==> config.mk <==
export PLATFORM = sky130hd
export DESIGN_NAME = tmo_top
export DESIGN_NICKNAME = d
export VERILOG_FILES = /design/src/tmo_pkg.sv /design/src/tmo_top.sv
export SDC_FILE = /design/constraint.sdc
export NUM_CORES = 2
export LEC_CHECK = 0
export BUFFER_PORTS_ARGS = -buffer_cell sky130_fd_sc_hd__buf_2
export CAP_MARGIN = 10
export CORE_ASPECT_RATIO = 1.1
export CORE_UTILIZATION = 62
export DETAILED_ROUTE_END_ITERATION = 12
export GPL_TIMING_DRIVEN = 0
export PLACE_DENSITY = 0.76
export SLEW_MARGIN = 10
export SYNTH_ARGS = -nofsm -noshare
export SYNTH_HDL_FRONTEND = slang
export SYNTH_SLANG_ARGS = --single-unit
==> constraint.sdc <==
create_clock -name clk -period 13.2 [get_ports clk]
set_input_delay 0 -clock clk [delete_from_list [all_inputs] [get_ports clk]]
set_output_delay 0 -clock clk [all_outputs]
set_load 0.005 [all_outputs]
==> src/tmo_pkg.sv <==
// tmo_pkg: constants, register map and types of the tachometer measure/output block
package tmo_pkg;
  localparam int unsigned CLK_PERIOD_NS = 10;
  localparam int unsigned MS_NS = 1000000;
  localparam int unsigned MS_PER_S = 1000;
  localparam int ADDR_W = 6;
  localparam int MEAS_W = 20;
  localparam int TMR_W = 16;
  localparam int CTRL_W = 11;
  // register byte offsets
  localparam logic [5:0] OFS_CTRL = 6'h00;
  localparam logic [5:0] OFS_SV1 = 6'h04;
  localparam logic [5:0] OFS_SV2 = 6'h08;
  localparam logic [5:0] OFS_LIMIT = 6'h0c;
  localparam logic [5:0] OFS_HYST = 6'h10;
  localparam logic [5:0] OFS_OFFDLY = 6'h14;
  localparam logic [5:0] OFS_AZERO = 6'h18;
  localparam logic [5:0] OFS_START = 6'h1c;
  localparam logic [5:0] OFS_MEAS = 6'h20;
  localparam logic [5:0] OFS_PEAK = 6'h24;
  localparam logic [5:0] OFS_BOTTOM = 6'h28;
  localparam logic [5:0] OFS_ONCNT1 = 6'h2c;
  localparam logic [5:0] OFS_ONCNT2 = 6'h30;
  localparam logic [5:0] OFS_RUNTIME = 6'h34;
  localparam logic [5:0] OFS_STATUS = 6'h38;
  localparam logic [5:0] OFS_PEND = 6'h3c;
  // control field positions
  localparam int CB_WIDTH = 0;
  localparam int CB_MODE = 1;
  localparam int CB_COL = 3;
  localparam int CB_ALLOC = 5;
  localparam int CB_INV1 = 6;
  localparam int CB_INV2 = 7;
  localparam int CB_PEAK = 8;
  localparam int CB_CONT = 9;
  localparam int CB_TWO = 10;
  localparam logic [1:0] OM_HILO = 2'h0;
  localparam logic [1:0] OM_AREA = 2'h1;
  localparam logic [1:0] OM_HIHI = 2'h2;
  localparam logic [1:0] OM_LOLO = 2'h3;
  localparam logic [1:0] COL_RED = 2'h0;
  localparam logic [1:0] COL_GRN = 2'h1;
  localparam logic [1:0] COL_RG = 2'h2;
  localparam logic [1:0] COL_GR = 2'h3;
  // reset values
  localparam logic [CTRL_W-1:0] CTRL_RST = 11'h000;
  localparam logic [MEAS_W-1:0] SV1_RST = 20'h003e8;
  localparam logic [MEAS_W-1:0] SV2_RST = 20'h001f4;
  localparam logic [MEAS_W-1:0] LIM_MIN = 20'h00001;
  localparam logic [MEAS_W-1:0] LIM_RST = 20'hf423f;
  localparam logic [TMR_W-1:0] TMR_RST = 16'h0000;
  // timing, in milliseconds unless named otherwise
  localparam int unsigned SAMPLE_MS = 200;
  localparam int unsigned CONT_MS = 10;
  localparam int unsigned CFG_HOLD_MS = 1000;
  localparam int unsigned MIN_OFF_MS = 20;
  localparam int unsigned ON_DIV = 1000;
  localparam int unsigned TENTH_YEAR_S = 3155760;
  // synchronised pin indices
  localparam int NIN = 6;
  localparam int IN_SENS = 0;
  localparam int IN_RKEY = 1;
  localparam int IN_RST1 = 2;
  localparam int IN_RST2 = 3;
  localparam int IN_MODE = 4;
  localparam int IN_UP1 = 5;
  typedef enum logic [2:0] {ST_RUN = 3'b001, ST_ARM = 3'b010, ST_CFG = 3'b100} tmo_state_e;
endpackage

==> src/tmo_top.sv <==
// tmo_top: tachometer measurement, comparison outputs, monitors and mode entry
// Summary of operation
// - in cycle mode, no pulse within auto-zero time forces measurement to zero; pulses restart it
// - after power-up, no measuring and outputs off until startup time passes
// - with hold enabled track peak and bottom since counting start
// - held peak survives a power interruption
// - hysteresis is in measurement units and stops output chatter near set values, except in band mode
// - output turn-off is postponed by the off delay; measuring continues
// - set values written in run mode are clamped to a limit of 1 to 999999
// - colour fixed red, fixed green, or switched by any output being on
// - in band mode dynamic colour follows output one only
// - allocation swaps the two physical output drivers
// - each output has its own normally-open or normally-closed inversion
// - pulse cycle mode reports pulses per second
// - width mode measures one pulse on-time; off time of 20 ms needed
// - width mode keeps last width when pulses stop
// - cycle mode uses 200 ms interval or continuous 10 ms interval
// - on events of each output are counted, shown divided by 1000
// - run time accumulates with 0.1 year resolution
// - measurement compared with both set values per output mode
// - reset key or reset 1 release clears held values; reset 2 in two-input mode
// - config mode entered only by mode key held then up1 held 1 s
// - config mode entry resets value, turns outputs off, stops measuring
// - config changes apply on return to run and reinitialise set values
// - cycle mode measurement sampled every 200 ms, or every 10 ms when continuous
module tmo_top
  import tmo_pkg::*;
#(
  parameter int unsigned MS_CYCLES = MS_NS / CLK_PERIOD_NS,
  parameter int unsigned TENTH_YEAR_SEC = TENTH_YEAR_S,
  parameter int MW = MEAS_W
) (
  input wire logic clk,
  input wire logic nrst,
  input wire logic [ADDR_W-1:0] reg_addr,
  input wire logic [31:0] reg_wdata,
  input wire logic reg_wr,
  input wire logic reg_rd,
  output logic [31:0] reg_rdata,
  input wire logic sensor_in,
  input wire logic reset_key_in,
  input wire logic reset1_in,
  input wire logic reset2_in,
  input wire logic mode_key_in,
  input wire logic up1_key_in,
  output logic first_control_output,
  output logic second_control_output,
  output logic colour_green,
  output logic cfg_mode
);
  localparam int DW = $clog2(MS_CYCLES);
  localparam int YW = $clog2(TENTH_YEAR_SEC);

  logic [NIN-1:0] pin_raw, s1_r, s2_r, p_r, rise, fall;
  logic [DW-1:0] div_r, div_nxt;
  logic tick;
  tmo_state_e st_r, st_nxt;
  logic [TMR_W-1:0] hold_r, hold_nxt, su_r, su_nxt, az_r, az_nxt, gate_r, gate_nxt;
  logic [4:0] off_r, off_nxt;
  logic su_done_r, su_done_nxt, arm_w_r, arm_w_nxt;
  logic [MW-1:0] pcnt_r, pcnt_nxt, wid_r, wid_nxt, meas_r, meas_nxt, bot_r, bot_nxt;
  logic [MW-1:0] peak_r, peak_nxt, newv, sv1_r, sv1_nxt, sv2_r, sv2_nxt, lim_r, lim_nxt;
  logic [MW-1:0] hyst_r, hyst_nxt, wv;
  logic [CTRL_W-1:0] ctrl_r, ctrl_nxt, pend_r, pend_nxt;
  logic [TMR_W-1:0] offd_r, offd_nxt, azt_r, azt_nxt, sut_r, sut_nxt;
  logic [1:0] cmp, q_r, q_nxt;
  logic [1:0][TMR_W-1:0] dly_r, dly_nxt;
  logic [1:0][9:0] lo_r, lo_nxt;
  logic [1:0][MW-1:0] k_r, k_nxt;
  logic [9:0] sec_r, sec_nxt;
  logic [YW-1:0] ys_r, ys_nxt;
  logic [TMR_W-1:0] yr_r, yr_nxt;
  logic outa_r, outa_nxt, outb_r, outb_nxt, green_r, green_nxt;
  logic [31:0] rdata_r, rdata_nxt;
  logic upd, clr_hold, measuring, area, any_on, en, gate_end;
  logic [1:0] mode, colsel;
  logic [TMR_W-1:0] gate_ms;
  logic [MW:0] m_x, s_x, h_x, lo_b, hi_b;

  assign pin_raw = {up1_key_in, mode_key_in, reset2_in, reset1_in, reset_key_in, sensor_in};

  // two-stage synchronisers; the second stage and its one-cycle delayed copy p_r feed logic
  genvar gi;
  generate
    for (gi = 0; gi < NIN; gi++) begin : g_sync
      always_ff @(posedge clk or negedge nrst) begin
        if (!nrst) begin
          s1_r[gi] <= 1'b0;
          s2_r[gi] <= 1'b0;
          p_r[gi] <= 1'b0;
        end else begin
          s1_r[gi] <= pin_raw[gi];
          s2_r[gi] <= s1_r[gi];
          p_r[gi] <= s2_r[gi];
        end
      end
      assign rise[gi] = s2_r[gi] & ~p_r[gi];
      assign fall[gi] = ~s2_r[gi] & p_r[gi];
    end
  endgenerate

  assign tick = (div_r == DW'(MS_CYCLES - 1));
  assign mode = ctrl_r[CB_MODE +: 2];
  assign colsel = ctrl_r[CB_COL +: 2];
  assign area = (mode == OM_AREA);
  assign measuring = su_done_r && (st_r != ST_CFG);
  assign en = su_done_r && (st_r == ST_RUN);
  // continuous interval only shortens the gate; scaling keeps pulses per second
  assign gate_ms = ctrl_r[CB_CONT] ? TMR_W'(CONT_MS) : TMR_W'(SAMPLE_MS);
  // a gate left long by a switch to the short interval ends at the next tick, not after wrap
  assign gate_end = tick && (gate_r >= gate_ms - TMR_W'(1));
  assign m_x = {1'b0, meas_r};
  assign h_x = {1'b0, hyst_r};
  assign lo_b = (sv1_r < sv2_r) ? {1'b0, sv1_r} : {1'b0, sv2_r};
  assign hi_b = (sv1_r < sv2_r) ? {1'b0, sv2_r} : {1'b0, sv1_r};
  assign wv = (reg_wdata[MW-1:0] > lim_r) ? lim_r : reg_wdata[MW-1:0];
  assign any_on = area ? q_r[0] : (q_r[0] | q_r[1]);

  always_comb begin
    div_nxt = tick ? '0 : DW'(div_r + DW'(1));
    st_nxt = st_r;
    hold_nxt = hold_r;
    su_nxt = su_r;
    su_done_nxt = su_done_r;
    az_nxt = az_r;
    gate_nxt = gate_r;
    off_nxt = off_r;
    arm_w_nxt = arm_w_r;
    pcnt_nxt = pcnt_r;
    wid_nxt = wid_r;
    meas_nxt = meas_r;
    bot_nxt = bot_r;
    peak_nxt = peak_r;
    sv1_nxt = sv1_r;
    sv2_nxt = sv2_r;
    lim_nxt = lim_r;
    hyst_nxt = hyst_r;
    ctrl_nxt = ctrl_r;
    pend_nxt = pend_r;
    offd_nxt = offd_r;
    azt_nxt = azt_r;
    sut_nxt = sut_r;
    upd = 1'b0;
    newv = meas_r;
    clr_hold = 1'b0;
    // startup inhibit counted in ms after reset release
    if (!su_done_r && tick) begin
      su_nxt = su_r + TMR_W'(1);
      if (su_r >= sut_r) su_done_nxt = 1'b1;
    end
    // configuration selection entry and exit
    case (st_r)
      ST_RUN: begin
        if (s2_r[IN_MODE] && rise[IN_UP1]) begin
          st_nxt = ST_ARM;
          hold_nxt = '0;
        end
      end
      ST_ARM: begin
        if (!(s2_r[IN_MODE] && s2_r[IN_UP1])) begin
          st_nxt = ST_RUN;
        end else if (tick) begin
          hold_nxt = hold_r + TMR_W'(1);
          if (hold_r == TMR_W'(CFG_HOLD_MS - 1)) st_nxt = ST_CFG;
        end
      end
      ST_CFG: begin
        if (rise[IN_MODE]) begin
          st_nxt = ST_RUN;
          if (pend_r != ctrl_r) begin
            ctrl_nxt = pend_r;
            sv1_nxt = SV1_RST;
            sv2_nxt = SV2_RST;
            clr_hold = 1'b1;
          end
        end
      end
      default: st_nxt = ST_RUN;
    endcase
    // measurement
    if (tick && off_r != 5'h1f && !s2_r[IN_SENS]) off_nxt = off_r + 5'h01;
    if (rise[IN_SENS]) off_nxt = '0;
    if (st_nxt == ST_CFG && st_r != ST_CFG) begin
      meas_nxt = '0;
      pcnt_nxt = '0;
      gate_nxt = '0;
    end else if (measuring) begin
      if (rise[IN_SENS]) az_nxt = '0;
      else if (tick && az_r != '1) az_nxt = az_r + TMR_W'(1);
      if (!ctrl_r[CB_WIDTH]) begin
        if (tick) gate_nxt = gate_end ? '0 : gate_r + TMR_W'(1);
        pcnt_nxt = gate_end ? MW'(rise[IN_SENS]) : pcnt_r + MW'(rise[IN_SENS]);
        if (gate_end) begin
          upd = 1'b1;
          newv = MW'(pcnt_r * (MS_PER_S / gate_ms));
        end
        if (azt_r != '0 && az_r >= azt_r) begin
          newv = '0;
          upd = 1'b1;
        end
      end else begin
        // a width starts only after the required off interval
        if (rise[IN_SENS]) arm_w_nxt = (off_r >= 5'(MIN_OFF_MS));
        if (s2_r[IN_SENS] && tick) wid_nxt = wid_r + MW'(1);
        if (rise[IN_SENS]) wid_nxt = MW'(tick);
        if (fall[IN_SENS] && arm_w_r) begin
          upd = 1'b1;
          newv = wid_r;
        end
      end
      if (upd) meas_nxt = newv;
      if (upd && ctrl_r[CB_PEAK]) begin
        if (newv > peak_r) peak_nxt = newv;
        if (newv < bot_r) bot_nxt = newv;
      end
    end
    if (ctrl_r[CB_PEAK] && (fall[IN_RKEY] || fall[IN_RST1] || (ctrl_r[CB_TWO] && fall[IN_RST2])))
      clr_hold = 1'b1;
    // register writes; a write to the control word in run mode is a function change
    if (reg_wr) begin
      case (reg_addr)
        OFS_CTRL: begin
          pend_nxt = reg_wdata[CTRL_W-1:0];
          if (st_r != ST_CFG) begin
            ctrl_nxt = reg_wdata[CTRL_W-1:0];
            clr_hold = 1'b1;
          end
        end
        OFS_SV1: sv1_nxt = wv;
        OFS_SV2: sv2_nxt = wv;
        OFS_LIMIT: lim_nxt = (reg_wdata[MW-1:0] < LIM_MIN) ? LIM_MIN :
                             (reg_wdata[MW-1:0] > LIM_RST) ? LIM_RST : reg_wdata[MW-1:0];
        OFS_HYST: hyst_nxt = reg_wdata[MW-1:0];
        OFS_OFFDLY: offd_nxt = reg_wdata[TMR_W-1:0];
        OFS_AZERO: azt_nxt = reg_wdata[TMR_W-1:0];
        OFS_START: sut_nxt = reg_wdata[TMR_W-1:0];
        default: ;
      endcase
    end
    if (clr_hold) begin
      peak_nxt = '0;
      bot_nxt = '1;
    end
  end

  // comparison, off delay, inversion, allocation and colour
  always_comb begin
    q_nxt = q_r;
    dly_nxt = dly_r;
    for (int i = 0; i < 2; i++) begin
      s_x = i == 0 ? {1'b0, sv1_r} : {1'b0, sv2_r};
      if (area) begin
        cmp[i] = (i == 0) && (m_x >= lo_b) && (m_x <= hi_b);
      end else if (mode == OM_HIHI || (mode == OM_HILO && i == 0)) begin
        // upper limit: release only below set value minus hysteresis
        cmp[i] = q_r[i] ? (m_x + h_x >= s_x) : (m_x >= s_x);
      end else begin
        cmp[i] = q_r[i] ? (m_x <= s_x + h_x) : (m_x <= s_x);
      end
      if (!en) begin
        q_nxt[i] = 1'b0;
        dly_nxt[i] = '0;
      end else if (cmp[i]) begin
        q_nxt[i] = 1'b1;
        dly_nxt[i] = offd_r;
      end else if (q_r[i] && dly_r[i] != '0) begin
        if (tick) dly_nxt[i] = dly_r[i] - TMR_W'(1);
      end else begin
        q_nxt[i] = 1'b0;
      end
    end
    // disabled outputs are de-energised regardless of inversion
    outa_nxt = en && ((ctrl_r[CB_ALLOC] ? q_nxt[1] : q_nxt[0]) ^
               (ctrl_r[CB_ALLOC] ? ctrl_r[CB_INV2] : ctrl_r[CB_INV1]));
    outb_nxt = en && ((ctrl_r[CB_ALLOC] ? q_nxt[0] : q_nxt[1]) ^
               (ctrl_r[CB_ALLOC] ? ctrl_r[CB_INV1] : ctrl_r[CB_INV2]));
    case (colsel)
      COL_RED: green_nxt = 1'b0;
      COL_GRN: green_nxt = 1'b1;
      COL_RG: green_nxt = any_on;
      default: green_nxt = ~any_on;
    endcase
  end

  // on-event counters and run-time monitor
  always_comb begin
    lo_nxt = lo_r;
    k_nxt = k_r;
    for (int i = 0; i < 2; i++) begin
      if (q_nxt[i] && !q_r[i]) begin
        if (lo_r[i] == 10'(ON_DIV - 1)) begin
          lo_nxt[i] = '0;
          k_nxt[i] = k_r[i] + MW'(1);
        end else begin
          lo_nxt[i] = lo_r[i] + 10'h001;
        end
      end
    end
    sec_nxt = sec_r;
    ys_nxt = ys_r;
    yr_nxt = yr_r;
    if (tick) begin
      sec_nxt = (sec_r == 10'(MS_PER_S - 1)) ? '0 : sec_r + 10'h001;
      if (sec_r == 10'(MS_PER_S - 1)) begin
        if (ys_r == YW'(TENTH_YEAR_SEC - 1)) begin
          ys_nxt = '0;
          yr_nxt = yr_r + TMR_W'(1);
        end else begin
          ys_nxt = ys_r + YW'(1);
        end
      end
    end
    rdata_nxt = '0;
    if (reg_rd) begin
      case (reg_addr)
        OFS_CTRL: rdata_nxt = 32'(ctrl_r);
        OFS_SV1: rdata_nxt = 32'(sv1_r);
        OFS_SV2: rdata_nxt = 32'(sv2_r);
        OFS_LIMIT: rdata_nxt = 32'(lim_r);
        OFS_HYST: rdata_nxt = 32'(hyst_r);
        OFS_OFFDLY: rdata_nxt = 32'(offd_r);
        OFS_AZERO: rdata_nxt = 32'(azt_r);
        OFS_START: rdata_nxt = 32'(sut_r);
        OFS_MEAS: rdata_nxt = 32'(meas_r);
        OFS_PEAK: rdata_nxt = 32'(peak_r);
        OFS_BOTTOM: rdata_nxt = 32'(bot_r);
        OFS_ONCNT1: rdata_nxt = 32'(k_r[0]);
        OFS_ONCNT2: rdata_nxt = 32'(k_r[1]);
        OFS_RUNTIME: rdata_nxt = 32'(yr_r);
        OFS_STATUS: rdata_nxt = {24'h000000, st_r, su_done_r, green_r, q_r, 1'b0};
        OFS_PEND: rdata_nxt = 32'(pend_r);
        default: rdata_nxt = '0;
      endcase
    end
  end

  always_ff @(posedge clk or negedge nrst) begin
    if (!nrst) begin
      div_r <= '0;
      st_r <= ST_RUN;
      hold_r <= '0;
      su_r <= '0;
      su_done_r <= 1'b0;
      az_r <= '0;
      gate_r <= '0;
      off_r <= '0;
      arm_w_r <= 1'b0;
      pcnt_r <= '0;
      wid_r <= '0;
      meas_r <= '0;
      bot_r <= '1;
      sv1_r <= SV1_RST;
      sv2_r <= SV2_RST;
      lim_r <= LIM_RST;
      hyst_r <= '0;
      ctrl_r <= CTRL_RST;
      pend_r <= CTRL_RST;
      offd_r <= TMR_RST;
      azt_r <= TMR_RST;
      sut_r <= TMR_RST;
      q_r <= '0;
      dly_r <= '0;
      lo_r <= '0;
      k_r <= '0;
      sec_r <= '0;
      ys_r <= '0;
      yr_r <= '0;
      outa_r <= 1'b0;
      outb_r <= 1'b0;
      green_r <= 1'b0;
      rdata_r <= '0;
    end else begin
      div_r <= div_nxt;
      st_r <= st_nxt;
      hold_r <= hold_nxt;
      su_r <= su_nxt;
      su_done_r <= su_done_nxt;
      az_r <= az_nxt;
      gate_r <= gate_nxt;
      off_r <= off_nxt;
      arm_w_r <= arm_w_nxt;
      pcnt_r <= pcnt_nxt;
      wid_r <= wid_nxt;
      meas_r <= meas_nxt;
      bot_r <= bot_nxt;
      sv1_r <= sv1_nxt;
      sv2_r <= sv2_nxt;
      lim_r <= lim_nxt;
      hyst_r <= hyst_nxt;
      ctrl_r <= ctrl_nxt;
      pend_r <= pend_nxt;
      offd_r <= offd_nxt;
      azt_r <= azt_nxt;
      sut_r <= sut_nxt;
      q_r <= q_nxt;
      dly_r <= dly_nxt;
      lo_r <= lo_nxt;
      k_r <= k_nxt;
      sec_r <= sec_nxt;
      ys_r <= ys_nxt;
      yr_r <= yr_nxt;
      outa_r <= outa_nxt;
      outb_r <= outb_nxt;
      green_r <= green_nxt;
      rdata_r <= rdata_nxt;
    end
  end

  // peak has no reset so it rides through a supply dip like backed-up storage
  always_ff @(posedge clk) begin
    peak_r <= peak_nxt;
  end

  assign first_control_output = outa_r;
  assign second_control_output = outb_r;
  assign colour_green = green_r;
  assign cfg_mode = (st_r == ST_CFG);
  assign reg_rdata = rdata_r;

  property p_autozero;
    @(posedge clk) disable iff (!nrst)
    (measuring && !ctrl_r[CB_WIDTH] && azt_r != '0 && az_r >= azt_r && st_nxt != ST_CFG)
      |=> (meas_r == '0);
  endproperty
  a_autozero: assert property (p_autozero) else $error("auto-zero did not clear value");

  property p_startup;
    @(posedge clk) disable iff (!nrst)
    !su_done_r |=> (!outa_r && !outb_r && q_r == 2'b00);
  endproperty
  a_startup: assert property (p_startup) else $error("output active during startup");

  property p_peak;
    @(posedge clk) disable iff (!nrst)
    (upd && measuring && ctrl_r[CB_PEAK] && !clr_hold && newv > peak_r) |=> (peak_r == $past(newv));
  endproperty
  a_peak: assert property (p_peak) else $error("peak not tracked");

  property p_offdly;
    @(posedge clk) disable iff (!nrst)
    (en && st_nxt == ST_RUN && q_r[0] && !cmp[0] && dly_r[0] != '0) |=> q_r[0];
  endproperty
  a_offdly: assert property (p_offdly) else $error("output dropped inside off delay");

  property p_clamp;
    @(posedge clk) disable iff (!nrst)
    (reg_wr && reg_addr == OFS_SV1 && st_r == ST_RUN && reg_wdata[MW-1:0] > lim_r)
      |=> (sv1_r == $past(lim_r));
  endproperty
  a_clamp: assert property (p_clamp) else $error("set value exceeds limit");

  property p_red;
    @(posedge clk) disable iff (!nrst)
    (colsel == COL_RED) ##1 (colsel == COL_RED) |-> !colour_green;
  endproperty
  a_red: assert property (p_red) else $error("fixed red shows green");

  property p_cfg_entry;
    @(posedge clk) disable iff (!nrst)
    (st_r == ST_ARM && st_nxt == ST_CFG) |=> (meas_r == '0) ##1 (!outa_r && !outb_r);
  endproperty
  a_cfg_entry: assert property (p_cfg_entry) else $error("config entry left state active");

  property p_oncnt;
    @(posedge clk) disable iff (!nrst)
    (q_nxt[0] && !q_r[0] && lo_r[0] == 10'(ON_DIV - 1)) |=> (k_r[0] == $past(k_r[0]) + MW'(1));
  endproperty
  a_oncnt: assert property (p_oncnt) else $error("on count thousands missed");

  property p_hold_upper;
    @(posedge clk) disable iff (!nrst)
    (en && mode == OM_HIHI && q_r[0] && m_x + h_x >= {1'b0, sv1_r}) |=> q_r[0];
  endproperty
  a_hold_upper: assert property (p_hold_upper) else $error("upper output released early");
endmodule

## Word level (Yosys, flattened, before mapping)

Index checks and enable logic that the tools add are counted.

- Bits in registers: 536

- $add $sub $neg: 21
- Multiply operators: 1
- Divide/modulo/power cells: 1
- $lt $le $gt $ge: 20
- Equality and inequality tests: 42
- Muxes and demuxes: 109
- Bitwise gates (word level): 19
- Reduce and logical (&&, ||, !) cells: 68

Operators with widths:

| kind | number |
|---|---|
| $mux W20 | 36 |
| $pmux W20 S16 | 1 |
| $mux W16 | 18 |
| $add A16 B1 Y16 const B | 5 |
| $mux W11 | 6 |
| $add A20 B20 Y21 | 3 |
| $add A20 B1 Y20 const B | 3 |
| $ge A20 B20 Y1 | 3 |
| $le A20 B20 Y1 | 3 |
| $eq A6 B6 Y1 const B | 8 |
| $ge A16 B16 Y1 | 3 |
| $reduce_bool A16 Y1 | 3 |
| $ge A21 B20 Y1 | 2 |
| $le A20 B21 Y1 | 2 |
| $gt A20 B20 Y1 | 2 |
| $lt A20 B20 Y1 | 2 |
| $div A10 B16 Y32 const A | 1 |
| $mul A20 B32 Y20 | 1 |
| $mux W1 | 32 |
| $pmux W16 S2 | 1 |
| $sub A16 B1 Y16 const B | 2 |
| $add A10 B1 Y10 const B | 3 |
| $eq A10 B10 Y1 const B | 3 |
| $mux W10 | 3 |
| 46 further kinds | 135 |

## Logic depth before layout (Yosys ltp)

- Word-level depth: 15
- Depth in mapped cells: 31
- Gate-level depth less buffers: 28

## Worst setup path after synthesis

OpenSTA, ideal clock, no wires.

- Kind: reg-to-reg
- From: reg ctrl_r[9]
- To: reg peak_r[2]
- Setup time: 128 ps
- Arrival time: 7240 ps
- Setup slack: 5832 ps
- Stages on the path, launching flop included: 28
- Buffers on the path: 3
- Clock period less this slack: 7368 ps
- Path through: dfrtp_1 > clkbuf_1 > clkbuf_1 > and2_1 > ha_1 > fa_1 > ha_1 > ha_1 > inv_1 > fa_1 > inv_1 > fa_1 > ha_1 > ha_1 > nand2_1 > o21ai_0 > nor3_1 > or2_2 > a311o_1 > a31o_2 > ha_1 > nand4_1 > nor4_1 > a221oi_1 > a2111oi_4 > buf_4 > mux2i_1 > nor2_1

- Word-level cells in the longest chain between the ends: 11
- Elaborated cells between the ends (all ways): 27

RTL lines:

| what | RTL line | RTL |
|---|---|---|
| start: declaration | tmo_top.sv:64 | `logic [CTRL_W-1:0] ctrl_r, ctrl_nxt, pend_r, pend_nxt;` |
| start signal: assignment | tmo_top.sv:390 | `ctrl_r <= ctrl_nxt;` |
| branches (longest 11 deep; another with $div A10 B16 Y32) | -- |  |
| end signal: assignment | tmo_top.sv:411 | `peak_r <= peak_nxt;` |
| end: declaration | tmo_top.sv:62 | `logic [MW-1:0] peak_r, peak_nxt, newv, sv1_r, sv1_nxt, sv2_r, sv2_nxt, lim_r, lim_nxt;` |

Several ways; the timed one is not identified. The select of a mux whose other input is x is not followed.
A chain may end at the register's enable or synchronous reset.

## Worst setup path after layout

- From: reg ctrl_r[9]
- To: reg peak_r[7]

The elaborated chain is that of the path after synthesis.

==> run_results.csv <==
group,metric,value,unit
detailed_routing,via_per_inst,6.74,
critical_path,worstPathRequired,13.70,ns
pwr,p_comb_share,26.8,%
min_path,min_path_type,"in2async",
die,core,0.0613,mm²
clock_network,clk_latency,0.63,ns
cells_and_area,mostFrequentLayoutCells,"459 x dfrtp_1, 454 x ha_1, 326 x nand2_1, 310 x nor2_1, 239 x inv_1",
detailed_routing,drt-initial-drc-count,4006,
pwr,seqPwrFrac,40.1,%
sta,tightest_slew,1.19,ns
sta,fmax,0.110,GHz
synth,ys_types,106,
synth,synth-edff-count,0,
die,dieHeight,264,µm
cells_and_area,fin_util,68.7,%
cells_and_area,largest_reg_flops,40,
critical_path,cp_top_family,"adder cells",
sta,grt_setup_unrepaired,"no",
synth,yosysWarnings,0,
synth,synth_ff_type,"dfrtp_1",
clock_network,clk_pin_slew_worst_paths,0.07,ns
clock_network,cts_num_sinks,524,
cells_and_area,fin_area,0.0421,mm²
synth,synthDominantCellAreaShare,29.7,%
clock_network,cts_buffer_depth,3,
die,die_w,240,µm
sta,hold_viol_final,8,
grt,grt_pass1_wl,203000,µm
outcome,violations,"DRC, hold timing",
placement,dpl_cell_area,0.0401,mm²
grt,gr-total-overflow,0,
pwr,power.switching,1.69,mW
synth,synth_area_leaders,"dfrtp_1 30%, ha_1 15%, nand2_1 3.2%",
synth,syn_area,0.0386,mm²
clock_network,numCtsBuffers,52,
detailed_routing,num_vias,35100,
detailed_routing,firstDrtPassIters,13,
pwr,internal_power,2.94,mW
die,start_util,63.0,%
grt,antenna_found_initial,7,
cells_and_area,drive_gt1_share,8.61,%
grt,grt_use_total,42.8,%
synth,ys_seq_area_share,33.8,%
cells_and_area,syn2layout_area_growth,9.03,%
pwr,powerDensity,110,mW/mm²
sta,relSlewSlack,20.9,%
detailed_routing,drc,4,
critical_path,max_stage_delay,0.80,ns
critical_path,critPathKind,"reg2reg",
detailed_routing,post_drt_wl_per_cell,26.0,µm
cells_and_area,top_register,"k_r",
synth,async_reset_ff_share,96.2,%
critical_path,cp_num_buf_inv,6,
cells_and_area,fin_nets,4875,
clock_network,ctsRootBufferMaster,"clkbuf_16",
critical_path,cp_slowest_cell,"clkbuf_1",
grt,grt_pass1_vias,33300,
detailed_routing,antenna_left,0,
synth,synth_area_leader_cell,"dfrtp_1",
sta,finalSetupViolCount,0,
outcome,status,"complete, but fails checks",
sta,fin_tns_setup,0,ns
critical_path,crit_arrival,9.61,ns
sta,finalClockSkew,0.0433,ns
sta,fin_crit_sh,69.0,%
clock_network,cts_tree,"done",
sta,period_needed,9.11,ns
critical_path,r2r_slack,4.09,ns
critical_path,endpoint_kind,"flip-flop",
synth,synthCells,4196,
sta,whs,-0.0273,ns
sta,final_max_slew_viol_count,0,
cells_and_area,final_common_cell,"dfrtp_1",
cells_and_area,nFillCells,4985,
placement,gp_congestion,1.06,
detailed_routing,drt-total-wl,135000,µm
placement,io_buffers,58,
die,dieArea,0.0633,mm²
pwr,clockPowerShare,33.1,%
pwr,ir_worst_vdd,0.105,mV
critical_path,crit_top_cell,"ha_1",
die,row_count,95,
placement,hpwl,99100,µm
critical_path,crit_path_start_kind,"flip-flop",
die,ios,84,
critical_path,critPathMaxFanout,10,
grt,grt_max_degree,110,
pwr,p_leak,19.8,nW
synth,synth-seq-cells,524,
cells_and_area,largestRegisters,"k_r: 40 flops, dly_r: 32 flops, ys_r: 22 flops",
synth,synth_area_per_cell,9.21,µm²
pwr,switching_share,36.5,%
flow_run,drv_cap,0,
clock_network,h-tree-depth,2,
[layout make-up]
class	instances	area (µm²)	area share (%)
Antenna cell	2	5.00	0.0119
Buffer	197	863	2.05
Clock buffer	71	1460	3.47
Clock inverter	23	285	0.677
Inverter	241	905	2.15
Multi-Input combinational cell	3245	23800	56.6
Sequential cell	524	13100	31.0
Tap cell	824	1030	2.45
Timing Repair Buffer	87	662	1.57
[per-stage QoR]
stage / worst slack (ns) / std cells / hold slack [ns] / power (mW)
detailed placement: 4.33 / 5094 / 0.0915 / 3.05
CTS: 4.28 / 5212 / 0.00519 / 4.58
finish: 4.09 / 5214 / -0.0273 / 4.64
floorplan: 5.83 / 4207 / -0.296 / 2.59
global placement: 1.90 / 5089 / 0.107 / 3.03
global route: 3.79 / 5212 / 0.0157 / 4.80
[timing repair]
item / CTS / global route
hold buffers: 24 / 0
endpoints found under the hold margin: 149 / 0
gates resized for setup: 0 / 0
setup buffers: 0 / 0
[path summary, 6_finish.rpt]
kind / to / start / depth (start not counted)
max in group asynchronous: lim_r[18] / nrst / 4
worst max register to register: peak_r[7] / ctrl_r[9] / 28
worst max-delay path: peak_r[7] / ctrl_r[9] / 28
min in group clk: s1_r[5] / up1_key_in / 2
worst min-delay path: hold_r[4] / nrst / 2
worst min register to register: s2_r[0] / s1_r[0] / 0
[worst register-to-register path: cells and delay by family (launching register included)]
kind / cells / cell delay (ns)
AND/OR/NAND/NOR: 7 / 1.34
flip-flops: 1 / 0.47
adder cells (fa/ha/maj): 9 / 3.19
AO/OA/AOI/OAI: 4 / 1.44
buffers and inverters: 6 / 2.01
multiplexers: 1 / 0.24
XOR/XNOR: 1 / 0.31
[logic make-up (layout without fill, tap and decap cells)]
logic type / Yosys count / in the layout / synth area share [%]
compound gates: 955 / 955 / 17.2
xor+xnor: 265 / 265 / 6.04
fa+ha+maj: 479 / 479 / 16.0
mux: 155 / 155 / 4.28
buf+inv: 438 / 619 / 4.58
flops: 524 / 524 / 33.8
other cells: 1 / 14 / 0.00971
simple gates: 1379 / 1379 / 18.1
[power groups by stage]
stage	Sequential, mW	Combinational (mW)	Clock (mW)
after floorplan	1.76	0.834	0
after global placement	1.87	1.16	0
after detailed placement	1.87	1.18	0
after CTS	1.84	1.19	1.54
after global routing	1.85	1.35	1.61
final	1.86	1.24	1.53
[cell usage after synthesis (20+ instances only)]
library cell    n
a21oi_1       164
a22o_1         49
nand2_1       326
a22oi_1        37
a221oi_1       47
nor2_1        310
a311oi_1       42
xnor2_1       130
nand4_1        88
a21o_1         67
nor2b_1        53
dfxtp_1        20
mux2i_1        72
a31oi_1        55
dfrtp_1       459
dfstp_2        45
ha_1          454
o21ai_0       204
o21a_1         21
and2_1         34
buf_2          28
fa_1           25
nand3_1       183
or3_1          32
a211oi_1       57
nor4_1         74
o311ai_0       39
clkbuf_1      126
inv_1         239
nand2b_1       45
xor2_1        134
mux2_2         81
and3_1         59
nor3_1         79
[layer usage]
layer / wire [µm] / vias to the layer above / GRT usage (%)
li1: - / 15700 / -
met1: 52600 / 16800 / 55.4
met2: 56200 / 2007 / 62.3
met3: 15400 / 601 / 12.0
met4: 11100 / 12 / 28.0
met5: 73 / - / 0.155
(Power assumes the default switching activity.)
